`src/rtl/cg_master_pkg.sv`:
```
// constants for the coarse clock gating master
package cg_master_pkg;
    // register byte offsets
    localparam logic [11:0] OFS_GATING_CONTROL  = 12'h040;
    localparam logic [11:0] OFS_FORCE_DISABLE   = 12'h044;
    localparam logic [11:0] OFS_CLOCK_KILL      = 12'h046;
    localparam logic [11:0] OFS_ALARM           = 12'h048;
    localparam logic [11:0] OFS_ORDER_LOW       = 12'h04c;
    localparam logic [11:0] OFS_ORDER_HIGH      = 12'h050;
    localparam logic [11:0] OFS_GATED_DURATION  = 12'h054;
    localparam logic [11:0] OFS_EXIT_DELAY_LOW  = 12'h05a;
    localparam logic [11:0] OFS_EXIT_DELAY_HIGH = 12'h05c;
    // gating_control field positions
    localparam int BIT_GATING_ENABLE  = 31;
    localparam int BIT_TIMEOUT_ENABLE = 30;
    localparam int BIT_SQUELCH_ENABLE = 28;
    localparam int ISO_DLY_LSB        = 16;
    localparam int ISO_DLY_W          = 5;
    localparam int IDLE_DLY_LSB       = 0;
    localparam int IDLE_DLY_W         = 10;
    // writable bits of gating_control, force disable and exit delay high, reserved bits read zero
    localparam logic [31:0] CTRL_WMASK     = 32'hd01f_03ff;
    localparam logic [15:0] FORCE_WMASK    = 16'h0fff;
    localparam logic [15:0] DLY_HIGH_WMASK = 16'h0007;
    // reset values
    localparam logic [31:0] RST_WORD = 32'h0000_0000;
    localparam logic [15:0] RST_HALF = 16'h0000;
    // extra squelch path delay in clocks when the squelch delay option is on
    localparam int SQUELCH_DLY_CYC = 4;
    // controller states, gray along count->isolate->gate->gated->ungate
    typedef enum logic [2:0] {
        ST_COUNT  = 3'b000,
        ST_ISOL   = 3'b001,
        ST_GSEQ   = 3'b011,
        ST_GATED  = 3'b010,
        ST_USEQ   = 3'b110
    } cg_state_t;
endpackage

```
`src/rtl/coarse_clock_gating_master.sv`:
```
// coarse clock gating master: idle detect, isolate, ordered gating, alarm exit
`timescale 1ns/10ps
`default_nettype none
module coarse_clock_gating_master
#(
    parameter int SLAVES  = 12,
    parameter int DOMAINS = 16
)
(
    input  wire logic                clk,
    input  wire logic                rst_n,
    input  wire logic [11:0]         cfg_addr,
    input  wire logic                cfg_wr,
    input  wire logic                cfg_rd,
    input  wire logic [31:0]         cfg_wdata,
    output logic      [31:0]         cfg_rdata,
    input  wire logic [SLAVES-1:0]   slave_idle,
    input  wire logic                squelch_in,
    output logic                     squelch_out,
    output logic                     local_isolate_a,
    output logic      [DOMAINS-1:0]  master_gate,
    output logic      [DOMAINS-1:0]  domain_clock_kill,
    output logic      [18:0]         pstate_exit_delay,
    output logic                     coarse_gated_mode
);
    import cg_master_pkg::*;

    // ------------------------------------------------------------
    // configuration registers
    // ------------------------------------------------------------
    logic [31:0] ctrl_q;
    logic [15:0] force_q;
    logic [15:0] kill_q;
    logic [31:0] alarm_q;
    logic [31:0] order_lo_q;
    logic [31:0] order_hi_q;
    logic [31:0] duration_q;
    logic [15:0] dly_lo_q;
    logic [15:0] dly_hi_q;
    cg_state_t   state_q;

    function automatic logic wr_hit(input logic [11:0] ofs);
        wr_hit = cfg_wr && (cfg_addr == ofs);
    endfunction

    // four-bit order slot of every domain matched against a sequence step
    function automatic logic [DOMAINS-1:0] step_mask(input logic [3:0] step);
        logic [63:0] ord;
        ord = {order_hi_q, order_lo_q};
        step_mask = '0;
        for (int i = 0; i < DOMAINS; i++)
        begin
            step_mask[i] = (ord[i*4 +: 4] == step);
        end
    endfunction

    // software writes, reserved bits masked so they read back zero
    always_ff @(posedge clk)
    begin
        if (!rst_n)
        begin
            ctrl_q     <= RST_WORD;
            force_q    <= RST_HALF;
            kill_q     <= RST_HALF;
            alarm_q    <= RST_WORD;
            order_lo_q <= RST_WORD;
            order_hi_q <= RST_WORD;
            dly_lo_q   <= RST_HALF;
            dly_hi_q   <= RST_HALF;
        end
        else
        begin
            if (wr_hit(OFS_GATING_CONTROL))  ctrl_q     <= cfg_wdata & CTRL_WMASK;
            if (wr_hit(OFS_FORCE_DISABLE))   force_q    <= cfg_wdata[15:0] & FORCE_WMASK;
            if (wr_hit(OFS_CLOCK_KILL))      kill_q     <= cfg_wdata[15:0];
            if (wr_hit(OFS_ALARM))           alarm_q    <= cfg_wdata;
            if (wr_hit(OFS_ORDER_LOW))       order_lo_q <= cfg_wdata;
            if (wr_hit(OFS_ORDER_HIGH))      order_hi_q <= cfg_wdata;
            if (wr_hit(OFS_EXIT_DELAY_LOW))  dly_lo_q   <= cfg_wdata[15:0];
            if (wr_hit(OFS_EXIT_DELAY_HIGH)) dly_hi_q   <= cfg_wdata[15:0] & DLY_HIGH_WMASK;
        end
    end

    // read data registered, unmapped offsets read zero
    always_ff @(posedge clk)
    begin
        if (!rst_n)
            cfg_rdata <= RST_WORD;
        else if (cfg_rd)
        begin
            case (cfg_addr)
                OFS_GATING_CONTROL:  cfg_rdata <= ctrl_q;
                OFS_FORCE_DISABLE:   cfg_rdata <= {16'h0000, force_q};
                OFS_CLOCK_KILL:      cfg_rdata <= {16'h0000, kill_q};
                OFS_ALARM:           cfg_rdata <= alarm_q;
                OFS_ORDER_LOW:       cfg_rdata <= order_lo_q;
                OFS_ORDER_HIGH:      cfg_rdata <= order_hi_q;
                OFS_GATED_DURATION:  cfg_rdata <= duration_q;
                OFS_EXIT_DELAY_LOW:  cfg_rdata <= {16'h0000, dly_lo_q};
                OFS_EXIT_DELAY_HIGH: cfg_rdata <= {16'h0000, dly_hi_q};
                default:             cfg_rdata <= RST_WORD;
            endcase
        end
    end

    // kill mask bypasses the sequencer entirely
    assign domain_clock_kill = kill_q;
    assign pstate_exit_delay = {dly_hi_q[2:0], dly_lo_q};

    // ------------------------------------------------------------
    // input synchronisers
    // ------------------------------------------------------------
    logic [SLAVES-1:0] idle_m_q;
    logic [SLAVES-1:0] idle_s_q;
    logic              sq_m_q;
    logic              sq_s_q;

    always_ff @(posedge clk)
    begin
        if (!rst_n)
        begin
            idle_m_q <= '0;
            idle_s_q <= '0;
            sq_m_q   <= 1'b0;
            sq_s_q   <= 1'b0;
        end
        else
        begin
            idle_m_q <= slave_idle;
            idle_s_q <= idle_m_q;
            sq_m_q   <= squelch_in;
            sq_s_q   <= sq_m_q;
        end
    end

    // squelch delay line; a fixed depth keeps gated timing equal to normal
    logic [SQUELCH_DLY_CYC-1:0] sq_line_q;

    always_ff @(posedge clk)
    begin
        if (!rst_n)
        begin
            sq_line_q   <= '0;
            squelch_out <= 1'b0;
        end
        else
        begin
            sq_line_q   <= {sq_line_q[SQUELCH_DLY_CYC-2:0], sq_s_q};
            squelch_out <= ctrl_q[BIT_SQUELCH_ENABLE] ? sq_line_q[SQUELCH_DLY_CYC-1]
                                                     : sq_s_q;
        end
    end

    // ------------------------------------------------------------
    // gating sequencer
    // ------------------------------------------------------------
    logic [SLAVES-1:0]    eff_idle;
    logic                 all_idle;
    logic                 alarm_hit;
    logic                 wake;
    logic [IDLE_DLY_W-1:0] idle_cnt_q;
    logic [ISO_DLY_W-1:0] iso_cnt_q;
    logic [3:0]           step_q;
    logic [31:0]          alarm_cnt_q;

    // a cleared force bit makes that slave count as idle
    assign eff_idle  = idle_s_q | ~force_q[SLAVES-1:0];
    assign all_idle  = &eff_idle;
    // alarm ends gating only once gated; a stale zero count must not abort entry
    assign alarm_hit = ctrl_q[BIT_TIMEOUT_ENABLE] && (alarm_q != RST_WORD)
                       && (state_q == ST_GATED) && (alarm_cnt_q == RST_WORD);
    assign wake      = !all_idle || alarm_hit || !ctrl_q[BIT_GATING_ENABLE];
    assign coarse_gated_mode = (state_q == ST_GATED);

    // consecutive idle counter, restarts on activity of any slave whose force bit is set, or after ungating
    always_ff @(posedge clk)
    begin
        if (!rst_n)
            idle_cnt_q <= '0;
        else if (state_q != ST_COUNT || !all_idle)
            idle_cnt_q <= '0;
        else if (idle_cnt_q != {IDLE_DLY_W{1'b1}})
            idle_cnt_q <= idle_cnt_q + 1'b1;
    end

    // working alarm copy; the programmed value is never touched
    always_ff @(posedge clk)
    begin
        if (!rst_n)
            alarm_cnt_q <= RST_WORD;
        else if (state_q == ST_GSEQ && step_q == 4'hf)
            alarm_cnt_q <= alarm_q;
        else if (state_q == ST_GATED && alarm_cnt_q != RST_WORD)
            alarm_cnt_q <= alarm_cnt_q - 1'b1;
    end

    // state, isolate and per-domain gates
    always_ff @(posedge clk)
    begin
        if (!rst_n)
        begin
            state_q         <= ST_COUNT;
            iso_cnt_q       <= '0;
            step_q          <= 4'h0;
            local_isolate_a <= 1'b0;
            master_gate     <= '0;
        end
        else
        begin
            case (state_q)
                ST_COUNT:
                begin
                    if (ctrl_q[BIT_GATING_ENABLE] && all_idle
                        && idle_cnt_q >= ctrl_q[IDLE_DLY_LSB +: IDLE_DLY_W])
                    begin
                        state_q         <= ST_ISOL;
                        local_isolate_a <= 1'b1;
                        iso_cnt_q       <= '0;
                    end
                end
                ST_ISOL:
                begin
                    if (wake)
                    begin
                        state_q         <= ST_COUNT;
                        local_isolate_a <= 1'b0;
                    end
                    else if (iso_cnt_q >= ctrl_q[ISO_DLY_LSB +: ISO_DLY_W])
                    begin
                        state_q <= ST_GSEQ;
                        step_q  <= 4'h0;
                    end
                    else
                        iso_cnt_q <= iso_cnt_q + 1'b1;
                end
                ST_GSEQ:
                begin
                    master_gate <= master_gate | step_mask(step_q);
                    if (wake)
                    begin
                        state_q <= ST_USEQ;
                        step_q  <= 4'hf;
                    end
                    else if (step_q == 4'hf)
                        state_q <= ST_GATED;
                    else
                        step_q <= step_q + 1'b1;
                end
                ST_GATED:
                begin
                    if (wake)
                    begin
                        state_q <= ST_USEQ;
                        step_q  <= 4'hf;
                    end
                end
                ST_USEQ:
                begin
                    master_gate <= master_gate & ~step_mask(step_q);
                    if (step_q == 4'h0)
                    begin
                        state_q         <= ST_COUNT;
                        local_isolate_a <= 1'b0;
                    end
                    else
                        step_q <= step_q - 1'b1;
                end
                default:
                begin
                    state_q         <= ST_COUNT;
                    local_isolate_a <= 1'b0;
                    master_gate     <= '0;
                end
            endcase
        end
    end

    // gated-duration counter; hardware count wins over a same-cycle write
    always_ff @(posedge clk)
    begin
        if (!rst_n)
            duration_q <= RST_WORD;
        else if (state_q == ST_GATED)
            duration_q <= duration_q + 1'b1;
        else if (wr_hit(OFS_GATED_DURATION))
            duration_q <= cfg_wdata;
    end
endmodule
`default_nettype wire

```
`config.mk`:
```
export PLATFORM = sky130hd
export DESIGN_NAME = coarse_clock_gating_master
export DESIGN_NICKNAME = d
export VERILOG_FILES = /design/src/rtl/cg_master_pkg.sv /design/src/rtl/coarse_clock_gating_master.sv
export SDC_FILE = /design/constraint.sdc
export NUM_CORES = 1
export LEC_CHECK = 0
export BUFFER_PORTS_ARGS = -buffer_cell sky130_fd_sc_hd__clkbuf_2
export CAP_MARGIN = 20
export CORE_ASPECT_RATIO = 1.25
export CORE_MARGIN = 1
export CORE_UTILIZATION = 40
export CTS_CLUSTER_SIZE = 12
export DETAILED_ROUTE_END_ITERATION = 8
export PLACE_DENSITY = 0.66
export SETUP_SLACK_MARGIN = 0.3
export SLEW_MARGIN = 40
export SYNTH_ARGS = -nofsm -noshare
export SYNTH_HDL_FRONTEND = slang
export SYNTH_SLANG_ARGS = --single-unit
```
`constraint.sdc`:
```
create_clock -name clk -period 3.3 [get_ports clk]
set_input_delay 0.165 -clock clk [delete_from_list [all_inputs] [get_ports clk]]
set_output_delay 0.165 -clock clk [all_outputs]
set_load 0.05 [all_outputs]
```
==> flow_metrics.env <==
export IMPL_initial_core_util_pct=40.9
export IMPL_hold_viol_final=0
export IMPL_rsz0062_at_grt="no"
export IMPL_synth_top_flop_cell="dfxtp_1"
export IMPL_grt_pass1_vias=14600
export IMPL_netSwitchingFraction_pct=22.4
export IMPL_pwr_share_seq_pct=47.9
export IMPL_final_antenna_net_count=0
export IMPL_max_freq_mhz=356
export IMPL_htreeDepth=2
export IMPL_synth_edf_count=0
export IMPL_die_w_um=179
export IMPL_via_per_inst=5.96
export IMPL_die_y_um=223
export IMPL_cp_start_kind="register"
export IMPL_clock_latency_ns=0.54
export IMPL_multi_input_area_sq_um=8430
export IMPL_arrival_ns=3.29
export IMPL_nFillCells=3723
export IMPL_grt_max_degree=72
export IMPL_clkTransAtPathRegs_ns=0.06
export IMPL_drive_gt1_share_pct=13.9
export IMPL_cts_tree="yes"
export IMPL_status="finished, final reports clean"
export IMPL_p_int_mw=6.44
export IMPL_grt_pass1_wl_um=84400
export IMPL_ys_seq_area_share_pct=41.8
export IMPL_pwr_share_clk_pct=48.7
export IMPL_postSynthCellCount=1982
export IMPL_finalSetupViolCount=0
export IMPL_maxSlewViolCount=0
export IMPL_p_sw_mw=1.86
export IMPL_syn_area_sq_um=15700
export IMPL_clockBufferDepth=3
export IMPL_wl_per_cell_um=20.9
export IMPL_grtUsageMet3_pct=4.02
export IMPL_r2r_slack_ns=0.49
export IMPL_slew_headroom_pct=44.6
export IMPL_core_area_sq_um=38300
export IMPL_irDropWorstVdd_mv=0.400
export IMPL_final_cell_mix="nand2_1, dfxtp_1, a21oi_1, clkbuf_2, nor2_1"
export IMPL_worst_endpoint_required_ns=3.78
export IMPL_worst_pin_slew_ns=0.824
export IMPL_p_total_mw=8.30
export IMPL_antenna_found_initial=1
export IMPL_final_common_cell="nand2_1"
export IMPL_yosysWarnings=0
export IMPL_clockRootBuffer="clkbuf_16"
export IMPL_numCtsBuffers=37
export IMPL_async_reset_ff_share_pct=0
export IMPL_synth_cell_types=74
export IMPL_finalSetupTns_ns=0
export IMPL_drt_initial_drc_count=1466
export IMPL_skew_ns=0.0195
export IMPL_path_class="register to register"
export IMPL_syn_nets=2066
export IMPL_post_cts_buffers=0
export IMPL_worstSetupEndpointType="register"
export IMPL_powerDensity_nw_per_um2=449
export IMPL_nNetsFinal=2197
export IMPL_final_core_util_pct=48.2
export IMPL_grt_util_met1_pct=33.8
export IMPL_dr_pass1_iters=7
export IMPL_crit_fanout=10
export IMPL_place_congestion=0.929
export IMPL_die_area_sq_um=40000
export IMPL_min_path_type="input port to register"
export IMPL_overflow=0
export IMPL_grt_total_usage_pct=27.3
export IMPL_hpwl_um=39000
export IMPL_vias=15700
export IMPL_register_area_sq_um=6550
export IMPL_drc=0
export IMPL_io_buffer_count=146
export IMPL_syn_area_per_cell_sq_um=7.90
export IMPL_p_leak_nw=6.97
export IMPL_timing_hold_ws_ns=0.0404
export IMPL_antenna_cells=0
export IMPL_fin_crit_ns=2.81
export IMPL_ys_ff_latch=327
export IMPL_top_usage_layer="met2"
export IMPL_io_pins=147
export IMPL_p_comb_share_pct=3.5
export IMPL_cts_sinks=327
export IMPL_syn_to_final_growth_pct=17.9
export IMPL_finalCritPeriodShare_pct=85.1
export IMPL_maxCapViolations=0
export IMPL_std_cell_rows=80
export IMPL_wl_um=55000
export IMPL_grt_met2_usage_pct=45.4
-- flip-flops by register name, summed over array words and instances, names as in the netlist, 3 cells and up --
signal,count
step_q,4
idle_s_q,12
sq_line_q,4
alarm_q,32
ctrl_q,18
alarm_cnt_q,32
dly_hi_q,3
duration_q,32
force_q,12
idle_cnt_q,10
dly_lo_q,16
iso_cnt_q,5
cfg_rdata,32
master_gate,16
order_lo_q,32
idle_m_q,12
state_q,3
domain_clock_kill,16
order_hi_q,32
-- worst paths after layout --
kind | startpoint | depth (start not counted) | end
worst max-delay path | alarm_cnt_q[10] | 7 | alarm_cnt_q[17]
worst min-delay path | cfg_wdata[11] | 3 | order_lo_q[11]
worst max register to register | alarm_cnt_q[10] | 7 | alarm_cnt_q[17]
worst min register to register | idle_m_q[0] | 1 | idle_s_q[0]
-- critical path, stage by stage, from the launching register on --
cell,delay [ns]
dfxtp_1,0.35
or4_1,0.60
or3_1,0.54
buf_4,0.26
o311ai_4,0.51
or2_2,0.23
and3_1,0.16
o31a_1,0.11
-- routing by layer --
metal / routed length (um) / part of all wire (%) / vias up
met4: 2730 / 5.0 / 2
met5: 8 / 0.015 / -
met1: 21700 / 40 / 7469
met3: 4110 / 7.5 / 150
li1: - / - / 7295
met2: 26400 / 48 / 738
-- stage by stage --
stage	instance area (sq um)	worst slack, ns	std cells
CTS	18400	0.411	2626
floorplan	15700	0.792	1982
finish	18500	0.492	2626
global placement	16900	0.568	2533
detailed placement	16900	0.443	2533
global route	18500	0.344	2626
-- cell usage after synthesis, types with 23 or more instances --
cell type  count  area share, %
and2_1        37            1.5
dfxtp_1      327             42
nor2_1       110            2.6
a22oi_1       49            2.3
nor3_1        27           0.86
a31oi_1       31            1.2
nand2_1      413            9.9
nor4_1        45            1.8
a21oi_1      258            8.2
inv_1         37           0.89
ha_1          23            1.8
nand4_1       25            1.0
o21ai_0       60            1.9
nand3_1       44            1.4
xor2_1        68            3.8
clkbuf_1     113            2.7
-- final cells by class --
cell class | count | share of cell area, %
multi-input combinational | 1470 | 45.7
timing repair buffer | 239 | 8.47
sequential | 327 | 35.4
tap | 492 | 3.33
clock inverter | 5 | 0.318
inverter | 38 | 0.799
clock buffer | 55 | 5.99
-- power by group through the flow --
stage	clock [mW]	combinational [mW]	sequential (mW)
finish	4.04	0.288	3.98
global route	4.26	0.301	3.98
CTS	4.08	0.281	3.98
floorplan	0	0.124	4.06
global placement	0	0.246	4.06
detailed placement	0	0.250	4.06
-- cells by family (layout without fill, tap and decap cells) --
kind of cell	after synthesis	count (layout)	share of synthesized area, %
flip-flops	327	327	41.8
adder cells (fa/ha/maj)	23	23	1.84
XOR/XNOR	73	73	4.08
multiplexers	17	17	1.11
AO/OA/AOI/OAI	560	560	22.8
AND/OR/NAND/NOR	797	797	23.6
buffers and inverters	185	337	4.86
-- repair_timing --
action / CTS / global route
resized for setup: 0 / 2
endpoints found under the hold margin: 86 / 0
hold buffers: 33 / 0
setup endpoints to repair: 0 / 2
Power figures use the tool's default switching activity.
